`config.mk`:
```
export PLATFORM = sky130hd
export DESIGN_NAME = dps_command_unit
export DESIGN_NICKNAME = d
export VERILOG_FILES = /design/src/hw/dps_pkg.sv /design/src/hw/dps_pin_sync.sv /design/src/hw/dps_command_unit.sv
export SDC_FILE = /design/constraint.sdc
export NUM_CORES = 1
export LEC_CHECK = 0
export BUFFER_PORTS_ARGS = -buffer_cell sky130_fd_sc_hd__buf_2
export CAP_MARGIN = 30
export CORE_UTILIZATION = 35
export CTS_CLUSTER_SIZE = 8
export DETAILED_ROUTE_END_ITERATION = 10
export PLACE_DENSITY_LB_ADDON = 0.08
export REMOVE_ABC_BUFFERS = 1
export SLEW_MARGIN = 20
export SYNTH_ARGS = -nofsm -noshare
export SYNTH_HDL_FRONTEND = slang
export SYNTH_SLANG_ARGS = --single-unit
export TNS_END_PERCENT = 20
```
`constraint.sdc`:
```
create_clock -name clock -period 2.85 [get_ports clock]
set_input_delay 0.57 -clock clock [delete_from_list [all_inputs] [get_ports clock]]
set_output_delay 0.57 -clock clock [all_outputs]
set_load 0.01 [all_outputs]
```
`src/hw/dps_pkg.sv`:
```
package dps_pkg;
    // Command nibbles, top four bits of a frame
    localparam logic [3:0] CMD_NOP   = 4'h0;
    localparam logic [3:0] CMD_SAVE  = 4'h2;
    localparam logic [3:0] CMD_USER  = 4'h3;
    localparam logic [3:0] CMD_READ  = 4'h9;
    localparam logic [3:0] CMD_WRITE = 4'hb;
    localparam logic [3:0] CMD_SHL   = 4'hc;
    localparam logic [3:0] CMD_INC   = 4'he;

    // Address nibble values
    localparam logic [3:0] ADDR_CH1       = 4'h0;
    localparam logic [3:0] ADDR_CH2       = 4'h1;
    localparam logic [3:0] ADDR_USER_LOW  = 4'h2;

    // Frame layout
    localparam int         FRAME_BITS = 16;
    localparam logic [4:0] FRAME_LEN  = 5'h10;
    localparam logic [4:0] COUNT_MAX  = 5'h11;
    localparam int         CMD_MSB    = 15;
    localparam int         CMD_LSB    = 12;
    localparam int         ADDR_MSB   = 11;
    localparam int         ADDR_LSB   = 8;
    localparam int         DATA_MSB   = 7;

    // Storage
    localparam int         NV_DEPTH     = 16;
    localparam logic [7:0] WIPER_RESET  = 8'h80;
    localparam logic [7:0] NV_RESET     = 8'h80;
    localparam logic [7:0] WIPER_FULL   = 8'hff;
    localparam logic [15:0] WORD_RESET  = 16'h0000;

    // Link pins passed through the synchroniser
    localparam int         SYNC_WIDTH = 5;
    // Serial clock period used on the bench
    localparam int         LINK_PERIOD_NS = 125;
endpackage

```
`src/hw/dps_pin_sync.sv`:
```
`timescale 1ns/1ps
`default_nettype none
module dps_pin_sync
    import dps_pkg::*;
(
    input  wire logic                  clock,   // System clock
    input  wire logic                  rst_n,   // Async reset, active low
    input  wire logic [SYNC_WIDTH-1:0] pinIn,   // Raw pins
    input  wire logic [SYNC_WIDTH-1:0] pinRst,  // Per-pin inversion mask XORed into the first stage
    output var  logic [SYNC_WIDTH-1:0] pinSync  // Pins after two flops
);
    logic [SYNC_WIDTH-1:0] stage1_reg;

    genvar i;
    generate
        for (i = 0; i < SYNC_WIDTH; i++) begin : g_bit
            always_ff @(posedge clock or negedge rst_n) begin
                if (!rst_n) begin
                    stage1_reg[i] <= 1'b1;
                    pinSync[i]    <= 1'b1;
                end else begin
                    stage1_reg[i] <= pinIn[i] ^ pinRst[i];
                    pinSync[i]    <= stage1_reg[i];
                end
            end
        end
    endgenerate
endmodule
`default_nettype wire

```
`src/hw/dps_command_unit.sv`:
```
`timescale 1ns/1ps
`default_nettype none
module dps_command_unit
    import dps_pkg::*;
(
    input  wire logic       clock,          // System clock, 125 MHz
    input  wire logic       rst_n,          // Async reset, active low
    input  wire logic       serialClock,    // Link clock from master
    input  wire logic       chipSelect_n,   // Frame select, active low
    input  wire logic       serialIn,       // Serial data from master
    input  wire logic       writeProtect_n, // Write protect, active low
    input  wire logic       presetStrobe,   // Preset reload strobe
    output var  logic       serialOut,      // Serial data to master
    output var  logic [7:0] wiperTerminal1, // Channel-one wiper setting
    output var  logic [7:0] wiperTerminal2, // Channel-two wiper setting
    output var  logic       activeState     // High while not idle
);
    logic [SYNC_WIDTH-1:0] pinSync;
    logic [SYNC_WIDTH-1:0] pinRst;
    logic                  sclkPrev_reg;
    logic                  csPrev_reg;
    logic                  presetPrev_reg;
    logic [15:0]           rxShift_reg;
    logic [15:0]           outShift_reg;
    logic [15:0]           lastWord_reg;
    logic [4:0]            bitCount_reg;
    logic [7:0]            nvStore_reg [NV_DEPTH];

    // Flip the idle-low pins so a stage reset to one reads as the pin at rest
    // and no false edge shows on any pin when reset lifts
    assign pinRst = 5'h07;

    dps_pin_sync u_sync (
        .clock   (clock),
        .rst_n   (rst_n),
        .pinIn   ({chipSelect_n, writeProtect_n, presetStrobe, serialIn, serialClock}),
        .pinRst  (pinRst),
        .pinSync (pinSync)
    );

    wire sclkS    = ~pinSync[0];
    wire sdiS     = ~pinSync[1];
    wire presetS  = ~pinSync[2];
    wire wpLow    = ~pinSync[3];
    wire csLow    = ~pinSync[4];

    wire sclkRise   = sclkS & ~sclkPrev_reg;
    wire sclkFall   = ~sclkS & sclkPrev_reg;
    wire csFall     = csLow & ~csPrev_reg;
    wire csRise     = ~csLow & csPrev_reg;
    wire presetRise = presetS & ~presetPrev_reg;

    wire [3:0] cmd  = rxShift_reg[CMD_MSB:CMD_LSB];
    wire [3:0] addr = rxShift_reg[ADDR_MSB:ADDR_LSB];
    wire [7:0] data = rxShift_reg[DATA_MSB:0];
    wire       exec = csRise & (bitCount_reg == FRAME_LEN);

    wire isWrite = exec & (cmd == CMD_WRITE);
    wire isInc   = exec & (cmd == CMD_INC);
    wire isShl   = exec & (cmd == CMD_SHL);
    wire isSave  = exec & (cmd == CMD_SAVE) & ~wpLow;
    wire isUser  = exec & (cmd == CMD_USER) & ~wpLow & (addr >= ADDR_USER_LOW);
    wire isRead  = exec & (cmd == CMD_READ);
    wire isNop   = exec & (cmd == CMD_NOP);

    wire [7:0] incVal1 = (wiperTerminal1 == WIPER_FULL) ? WIPER_FULL : wiperTerminal1 + 8'h01;
    wire [7:0] incVal2 = (wiperTerminal2 == WIPER_FULL) ? WIPER_FULL : wiperTerminal2 + 8'h01;
    wire [7:0] shlVal1 = wiperTerminal1[7] ? WIPER_FULL : {wiperTerminal1[6:0], 1'b0};
    wire [7:0] shlVal2 = wiperTerminal2[7] ? WIPER_FULL : {wiperTerminal2[6:0], 1'b0};

    wire [7:0] wiper1Next = presetRise                        ? nvStore_reg[0] :
                            (isWrite & (addr == ADDR_CH1))    ? data :
                            (isInc & (addr == ADDR_CH1))      ? incVal1 :
                            (isShl & (addr == ADDR_CH1))      ? shlVal1 : wiperTerminal1;
    wire [7:0] wiper2Next = presetRise                        ? nvStore_reg[1] :
                            (isWrite & (addr == ADDR_CH2))    ? data :
                            (isInc & (addr == ADDR_CH2))      ? incVal2 :
                            (isShl & (addr == ADDR_CH2))      ? shlVal2 : wiperTerminal2;

    wire [7:0]  saveVal   = (addr == ADDR_CH2) ? wiperTerminal2 : wiperTerminal1;
    wire [7:0]  readVal   = nvStore_reg[addr];
    wire [15:0] wordNext  = isRead ? {rxShift_reg[15:8], readVal} : rxShift_reg;
    wire [15:0] outNext   = csFall ? lastWord_reg :
                            (sclkFall & csLow) ? {outShift_reg[14:0], 1'b0} : outShift_reg;
    wire [4:0]  countNext = csFall ? 5'h00 :
                            (sclkRise & csLow & (bitCount_reg != COUNT_MAX)) ? bitCount_reg + 5'h01 :
                            bitCount_reg;

    always_ff @(posedge clock or negedge rst_n) begin
        if (!rst_n) begin
            sclkPrev_reg   <= 1'b0;
            csPrev_reg     <= 1'b0;
            presetPrev_reg <= 1'b0;
        end else begin
            sclkPrev_reg   <= sclkS;
            csPrev_reg     <= csLow;
            presetPrev_reg <= presetS;
        end
    end

    always_ff @(posedge clock or negedge rst_n) begin
        if (!rst_n) begin
            rxShift_reg  <= WORD_RESET;
            bitCount_reg <= 5'h00;
        end else begin
            bitCount_reg <= countNext;
            if (sclkRise & csLow) begin
                rxShift_reg <= {rxShift_reg[14:0], sdiS};
            end
        end
    end

    always_ff @(posedge clock or negedge rst_n) begin
        if (!rst_n) begin
            outShift_reg <= WORD_RESET;
            serialOut    <= 1'b0;
            lastWord_reg <= WORD_RESET;
        end else begin
            outShift_reg <= outNext;
            serialOut    <= outNext[FRAME_BITS-1];
            if (exec) begin
                lastWord_reg <= wordNext;
            end
        end
    end

    always_ff @(posedge clock or negedge rst_n) begin
        if (!rst_n) begin
            wiperTerminal1 <= WIPER_RESET;
            wiperTerminal2 <= WIPER_RESET;
            activeState    <= 1'b0;
        end else begin
            wiperTerminal1 <= wiper1Next;
            wiperTerminal2 <= wiper2Next;
            if (isNop) begin
                activeState <= 1'b0;
            end else if (exec) begin
                activeState <= 1'b1;
            end
        end
    end

    genvar i;
    generate
        for (i = 0; i < NV_DEPTH; i++) begin : g_nv
            wire saveHit = isSave & (addr == 4'(i)) & (i < 2);
            wire userHit = isUser & (addr == 4'(i));
            always_ff @(posedge clock or negedge rst_n) begin
                if (!rst_n) begin
                    nvStore_reg[i] <= NV_RESET;
                end else if (saveHit) begin
                    nvStore_reg[i] <= saveVal;
                end else if (userHit) begin
                    nvStore_reg[i] <= data;
                end
            end
        end
    endgenerate

    wr_ch2_a: assert property (@(posedge clock) disable iff (!rst_n)
        (isWrite && addr == ADDR_CH2 && !presetRise) |=> wiperTerminal2 == $past(data))
        else $error("channel two direct write lost");
    wr_ch1_a: assert property (@(posedge clock) disable iff (!rst_n)
        (isWrite && addr == ADDR_CH1 && !presetRise) |=> wiperTerminal1 == $past(data))
        else $error("channel one direct write lost");
    echo_word_a: assert property (@(posedge clock) disable iff (!rst_n)
        csFall |=> outShift_reg == $past(lastWord_reg) ##1 serialOut == outShift_reg[15])
        else $error("previous word not echoed");
    inc_ch1_a: assert property (@(posedge clock) disable iff (!rst_n)
        (isInc && addr == ADDR_CH1 && !presetRise && wiperTerminal1 != WIPER_FULL)
        |=> wiperTerminal1 == $past(wiperTerminal1) + 8'h01)
        else $error("increment wrong");
    save_ch1_a: assert property (@(posedge clock) disable iff (!rst_n)
        (isSave && addr == ADDR_CH1) |=> nvStore_reg[0] == $past(wiperTerminal1))
        else $error("save to slot 0 wrong");
    shl_ch2_a: assert property (@(posedge clock) disable iff (!rst_n)
        (isShl && addr == ADDR_CH2 && !presetRise && !wiperTerminal2[7])
        |=> wiperTerminal2 == {$past(wiperTerminal2[6:0]), 1'b0})
        else $error("left shift wrong");
    user_slot_a: assert property (@(posedge clock) disable iff (!rst_n)
        (isUser && addr == 4'h3) |=> nvStore_reg[3] == $past(data))
        else $error("spare slot write wrong");
    read_back_a: assert property (@(posedge clock) disable iff (!rst_n)
        isRead |=> lastWord_reg[7:0] == $past(readVal))
        else $error("read fetch wrong");
    read_echo_a: assert property (@(posedge clock) disable iff (!rst_n)
        isRead |=> lastWord_reg[15:8] == $past(rxShift_reg[15:8]))
        else $error("read echo head wrong");
    nop_idle_a: assert property (@(posedge clock) disable iff (!rst_n)
        isNop |=> !activeState)
        else $error("nop did not idle");
    wp_hold_a: assert property (@(posedge clock) disable iff (!rst_n)
        (exec && wpLow) |=> $stable(nvStore_reg[0]) && $stable(nvStore_reg[1]))
        else $error("protected slot changed");
    wp_spare_a: assert property (@(posedge clock) disable iff (!rst_n)
        (exec && wpLow) |=> $stable(nvStore_reg[2]) && $stable(nvStore_reg[3]))
        else $error("protected spare slot changed");
    preset_load_a: assert property (@(posedge clock) disable iff (!rst_n)
        presetRise |=> wiperTerminal1 == $past(nvStore_reg[0]) && wiperTerminal2 == $past(nvStore_reg[1]))
        else $error("preset reload wrong");
    short_frame_a: assert property (@(posedge clock) disable iff (!rst_n)
        (csRise && bitCount_reg != FRAME_LEN) |=> $stable(lastWord_reg))
        else $error("short frame executed");

    write_cov_c: cover property (@(posedge clock) disable iff (!rst_n) isWrite);
    read_cov_c: cover property (@(posedge clock) disable iff (!rst_n) isRead ##[1:1000] isNop);
    save_cov_c: cover property (@(posedge clock) disable iff (!rst_n) isSave);
    preset_cov_c: cover property (@(posedge clock) disable iff (!rst_n) presetRise);
    shift_cov_c: cover property (@(posedge clock) disable iff (!rst_n) isShl);
endmodule
`default_nettype wire

```
# Yosys cells after proc, flatten, opt, wreduce, memory -nomap -nowiden
# Index checks and enable logic that the tools add are counted.
dict set report classes {
  add_sub_neg 3
  n_lt_le_gt_ge 2
  eq_ne 25
  muxes 27
  bitwise_logic 54
  reduce_logical 9
}
# operator count
set op_table {}
lappend op_table {{two-way mux 8 bit} 20}
lappend op_table {{equality test 4 bit, second input constant} 12}
lappend op_table {{bitwise AND 1 bit} 43}
lappend op_table {{binary-select mux 8 bit (select 4 bit)} 1}
lappend op_table {{two-way mux 16 bit} 2}
lappend op_table {{adder 8 x 1 -> 8 bit, second input constant} 2}
lappend op_table {{equality test 4 x 2 -> 1 bit, second input constant} 4}
lappend op_table {{equality test 4 x 3 -> 1 bit, second input constant} 4}
lappend op_table {{equality test 8 bit, second input constant} 2}
lappend op_table {{two-way mux 5 bit} 2}
lappend op_table {{NOT 1 bit} 10}
lappend op_table {{nonzero test 2 bit} 5}
lappend op_table {{zero test 4 bit} 2}
lappend op_table {{nonzero test 4 bit} 2}
lappend op_table {{adder 5 x 1 -> 5 bit, second input constant} 1}
lappend op_table {{equality test 5 bit, second input constant} 1}
lappend op_table {{greater-or-equal comparator 5 bit, second input constant} 1}
lappend op_table {{!= test 5 bit, second input constant} 1}
lappend op_table {{NOT 4 -> 5 bit} 1}
lappend op_table {{equality test 4 x 1 -> 1 bit, second input constant} 1}
lappend op_table {{greater-or-equal comparator 4 x 2 -> 1 bit, second input constant} 1}
lappend op_table {{two-way mux 1 bit} 2}
dict set report word_totals {
  ff_bits 211
  out_inout_bits 18
  elab_cells 157
}

# Depth between registers and ports, before layout
dict set report depth {
  depth_word 8
  ltp_mapped 9
  ltp_nobuf 7
}

# Cells and area by module
# From an unflattened synthesis, not the netlist that was laid out.
dict set report hier_totals {
  hier_cells 832
  area_unflattened_um2 10272.4
}
# mod instances cells_per_inst area_each_um2
set modules_own_cells {}
lappend modules_own_cells {dps_command_unit 1 817 9965.8}
lappend modules_own_cells {dps_pin_sync 1 15 306.5}

# Worst setup path before layout
# Ideal clock, no wire load.
dict set report synth_timing {
  path_type {register to register}
  from {reg bitCount_reg[2]}
  to {reg nvStore_reg[88] (netlist name)}
  setup_ps 125
  arrival_ps 2225
  setup_slack_ps 500
  stages_incl_launch_ff 7
  n_path_buf 1
  synth_period_minus_slack_ps 2350
  path_cell_list {dfrtp_1 > or3b_1 > buf_2 > nor4_4 > nand3b_4 > nor3_4 > mux2_2}
}
dict set report synth_between {
  elab_chain_len 6
}
# element line_no
set synth_lines {}
lappend synth_lines {{from (decl)} dps_command_unit.sv:26} ;# logic [4:0] bitCount_reg;
lappend synth_lines {{from (signal assigned)} dps_command_unit.sv:106} ;# bitCount_reg <= countNext;
lappend synth_lines {{equality test 5 bit} dps_command_unit.sv:56} ;# wire exec = csRise & (bitCount_reg == FRAME_LEN);
lappend synth_lines {{bitwise AND 1 bit} dps_command_unit.sv:56}
lappend synth_lines {{bitwise AND 1 bit (3 in a row)} dps_command_unit.sv:62} ;# wire isUser = exec & (cmd == CMD_USER) & ~wpLow & (addr >= ADDR_USER_LOW);
lappend synth_lines {{bitwise AND 1 bit} dps_command_unit.sv:147} ;# wire userHit = isUser & (addr == 4'(i));
lappend synth_lines {{to (signal, indexed assignment)} dps_command_unit.sv:152} ;# nvStore_reg[i] <= saveVal;
lappend synth_lines {{to (signal, indexed assignment)} dps_command_unit.sv:154} ;# nvStore_reg[i] <= data;
lappend synth_lines {{to (decl)} dps_command_unit.sv:27} ;# logic [7:0] nvStore_reg [NV_DEPTH];
# No other way between the ends.
# A chain may end at the register's enable or synchronous reset.

# Worst setup path after layout
dict set report layout_timing {
  from {reg bitCount_reg[2]}
  to {reg nvStore_reg[90] (netlist name)}
}
# The elaborated chain is that of the path after synthesis.

==> results_dict.tcl <==
set metrics [dict create \
    die-area_um2 29700 \
    worst-r2r-setup-slack_ns 0.27 \
    cts_repair_resized_insts 0 \
    layout-area-overhead-vs-synth_pct 15.5 \
    slew_viol_final 0 \
    drt-wirelength-per-cell_um 20.7 \
    number_of_enable_type_register_cells_in_the_synthesized_netlist 0 \
    route.vias.total 6618 \
    p_clk_frac 0.417 \
    post_cts_buffers 0 \
    grt_start_max_net_pins 69 \
    share_comb_of_total_power 0.134 \
    die_width_um 172 \
    cts_tree "built" \
    postSynthRegisterBits 211 \
    leakagePower_uw 0.00528 \
    post-synth-top-area-fraction 0.450 \
    placedCellCount 1183 \
    netlist_area_um2 10200 \
    synth.top_cells.by_count "183 x sky130_fd_sc_hd__dfrtp_1, 123 x sky130_fd_sc_hd__mux2_2, 66 x sky130_fd_sc_hd__nand2_1, 40 x sky130_fd_sc_hd__mux4_2, 38 x sky130_fd_sc_hd__clkbuf_1" \
    critPathKind "flip-flop to flip-flop" \
    via_count_normalized_by_instance_count 5.34 \
    synthesis.area_per_instance_um2 12.7 \
    antenna_found_initial 0 \
    number_of_global_route_vias_before_repair 6959 \
    final_layout_size_suffix_gt1_frac 0.367 \
    cts-htree-levels 1 \
    synth_flop_cell "sky130_fd_sc_hd__dfrtp_1" \
    coreArea_um2 28600 \
    synth_area_leader_cell "sky130_fd_sc_hd__dfrtp_1" \
    reg2regPathDepth 5 \
    switching_share 0.295 \
    drc 0 \
    gp_congestion 0.845 \
    hold_violations 0 \
    achievable-frequency_mhz 388 \
    route.antenna.remaining_nets 0 \
    proportion_of_synthesized_chip_area_in_sequential_cells 0.523 \
    first_pass_drt_iterations 5 \
    drtIter0Drc 444 \
    path_clk_slew_ns 0.05 \
    rsz0062_at_grt "false" \
    global_route.overflow_total 0 \
    timing.rr.end "nvStore_reg[90]" \
    maxCapViolations 0 \
    routed_wl_um 25700 \
    cts.root.buffer_cell "sky130_fd_sc_hd__clkbuf_16" \
    cell_internal_pwr_uw 5670 \
    die_y_um 172 \
    post-route-cell-area_um2 11700 \
    reg2reg_from "bitCount_reg[2]" \
    timing.critical_path.to "nvStore_reg[90]" \
    detailed_place.area_um2 10800 \
    synthMostInstantiatedCell "sky130_fd_sc_hd__dfrtp_1" \
    switching_power_total_uw 2370 \
    finalWorstPathRequiredPeriod_ns 2.58 \
    final_nets 844 \
    p_per_area_nw_per_um2 685 \
    setup_violations 0 \
    cp-start-kind "flip-flop" \
    yosysUniqueCellTypes 63 \
    port_buffers 24 \
    antenna_cells 0 \
    io-pin-count 25 \
    clockBufferDepth 3 \
    timing.slew.headroom 0.424 \
    hp-class "input pin to flip-flop" \
    run_status "complete, no violations" \
    numCtsBuffers 30 \
    worst_skew_pair.late_latency_ns 0.56 \
    max_slew.worst_pin.slew_ns 0.863 \
    ir_worst_vdd_uv 606 \
    max_reg_flops 128 \
    synth_warn 0 \
    critical_path.endpoint_type "flip-flop" \
    instances_no_fill 1239 \
    fin_crit_sh 0.905 \
    cts_sink_cnt 211 \
    yosys-top-cells-area "sky130_fd_sc_hd__dfrtp_1 45%, sky130_fd_sc_hd__mux2_2 14%, sky130_fd_sc_hd__mux4_2 8.9%, sky130_fd_sc_hd__dfstp_2 7.2%, sky130_fd_sc_hd__nand2_1 2.4%" \
    crit_required_ns 3.29 \
    crit_start "bitCount_reg[2]" \
    start_util 0.355 \
    grt_use_total 0.186 \
    num-fill-cells 2704 \
    cp_data_arrival_time_ns 3.02 \
    detailedPlacementHpwl_um 17200 \
    fin_skew_ns 0.0271 \
    async_reset_ff_frac 1.00 \
    grt_pass1_wl_um 41400 \
    synthesis.instances 802 \
    crit_fanout 8 \
    register_share_of_total_power 0.449 \
    num_rows 62 \
]
## routing by layer
metal | track usage | wire [um] | vias to the layer above
met5 | 0 | 0 | -
met4 | 0.0662 | 876 | 0
met3 | 0.0325 | 1220 | 49
met2 | 0.303 | 12000 | 151
met1 | 0.247 | 11600 | 3410
li1 | - | - | 3008
## how the worst min path moves through the flow
stage                              start                   end  slack (ns)  depth (start not counted)
finish                      chipSelect_n  u_sync.stage1_reg[4]        0.13                          1
CTS                         chipSelect_n  u_sync.stage1_reg[4]         0.1                          1
detailed placement  u_sync.stage1_reg[0]     u_sync.pinSync[0]        0.35                          0
global placement    u_sync.stage1_reg[1]     u_sync.pinSync[1]        0.35                          0
floorplan                          rst_n           activeState        0.27                          0
global route                chipSelect_n  u_sync.stage1_reg[4]        0.11                          1
## metrics by stage
step | setup slack [ns] | setup TNS (ns) | total power (uW) | utilization | hold slack [ns]
3_5_place_dp | 0.230 | 0 | 4760 | 0.378 | 0.348
5_1_grt | 0.132 | 0 | 8430 | 0.410 | 0.106
6_report | 0.271 | 0 | 8040 | 0.410 | 0.126
4_1_cts | 0.243 | 0 | 8180 | 0.410 | 0.0978
3_3_place_gp | 0.264 | 0 | 4740 | 0.378 | 0.346
2_1_floorplan | -1.31 | -33.34 | 4150 | - | 0.274
## repair_timing
item	4_1_cts	5_1_grt
setup endpoints to repair	0	0
hold buffers	1	0
hold endpoints to repair	56	0
## cell type report
class | instances | area, um^2 | area share
Clock inverter | 2 | 60.1 | 0.00512
Inverter | 16 | 60.1 | 0.00512
Multi-Input combinational cell | 515 | 4560 | 0.388
Sequential cell | 211 | 5320 | 0.453
Timing Repair Buffer | 58 | 425 | 0.0362
Tap cell | 384 | 480 | 0.0409
Clock buffer | 53 | 837 | 0.0713
## critical path, cell delays in order (launching register included)
cell and delay (ns):
sky130_fd_sc_hd__dfrtp_1 0.41, sky130_fd_sc_hd__or3b_1 0.45, sky130_fd_sc_hd__nor4_4 0.59, sky130_fd_sc_hd__nand3b_4 0.24
sky130_fd_sc_hd__nor3_4 0.40, sky130_fd_sc_hd__mux2_2 0.39
## kinds of logic after synthesis
kind of cell / after synthesis / synth area share
AOI/OAI and AO/OA: 113 / 0.0674
buffers and inverters: 76 / 0.0306
xor gates and xnor gates: 9 / 0.00775
DFF: 211 / 0.523
and+or+nand+nor: 194 / 0.106
muxes: 194 / 0.259
adders and majority gates: 5 / 0.00615
## layout by cell type (no fill, tap or decap), types with 18 or more instances in the layout
master	Yosys	layout
sky130_fd_sc_hd__o21ai_0	27	27
sky130_fd_sc_hd__a21oi_1	25	24
sky130_fd_sc_hd__nor2_1	37	36
sky130_fd_sc_hd__mux2_2	123	123
sky130_fd_sc_hd__nand2_1	66	66
sky130_fd_sc_hd__nand3_1	22	22
sky130_fd_sc_hd__dfstp_2	28	28
sky130_fd_sc_hd__o22ai_1	18	18
sky130_fd_sc_hd__buf_2	12	23
sky130_fd_sc_hd__clkbuf_16	0	30
sky130_fd_sc_hd__mux2i_1	21	21
sky130_fd_sc_hd__mux4_2	40	40
sky130_fd_sc_hd__clkbuf_1	38	23
sky130_fd_sc_hd__buf_4	1	30
sky130_fd_sc_hd__dfrtp_1	183	181
## power by group through the flow
stage                     clock network (uW)  logic, uW  registers [uW]
after floorplan                            0        551            3600
after global placement                     0       1080            3650
after detailed placement                   0       1100            3670
after CTS                               3460       1100            3620
after global routing                    3590       1180            3650
final                                   3350       1070            3610
Note: power is estimated with default switching activity, not from simulation.
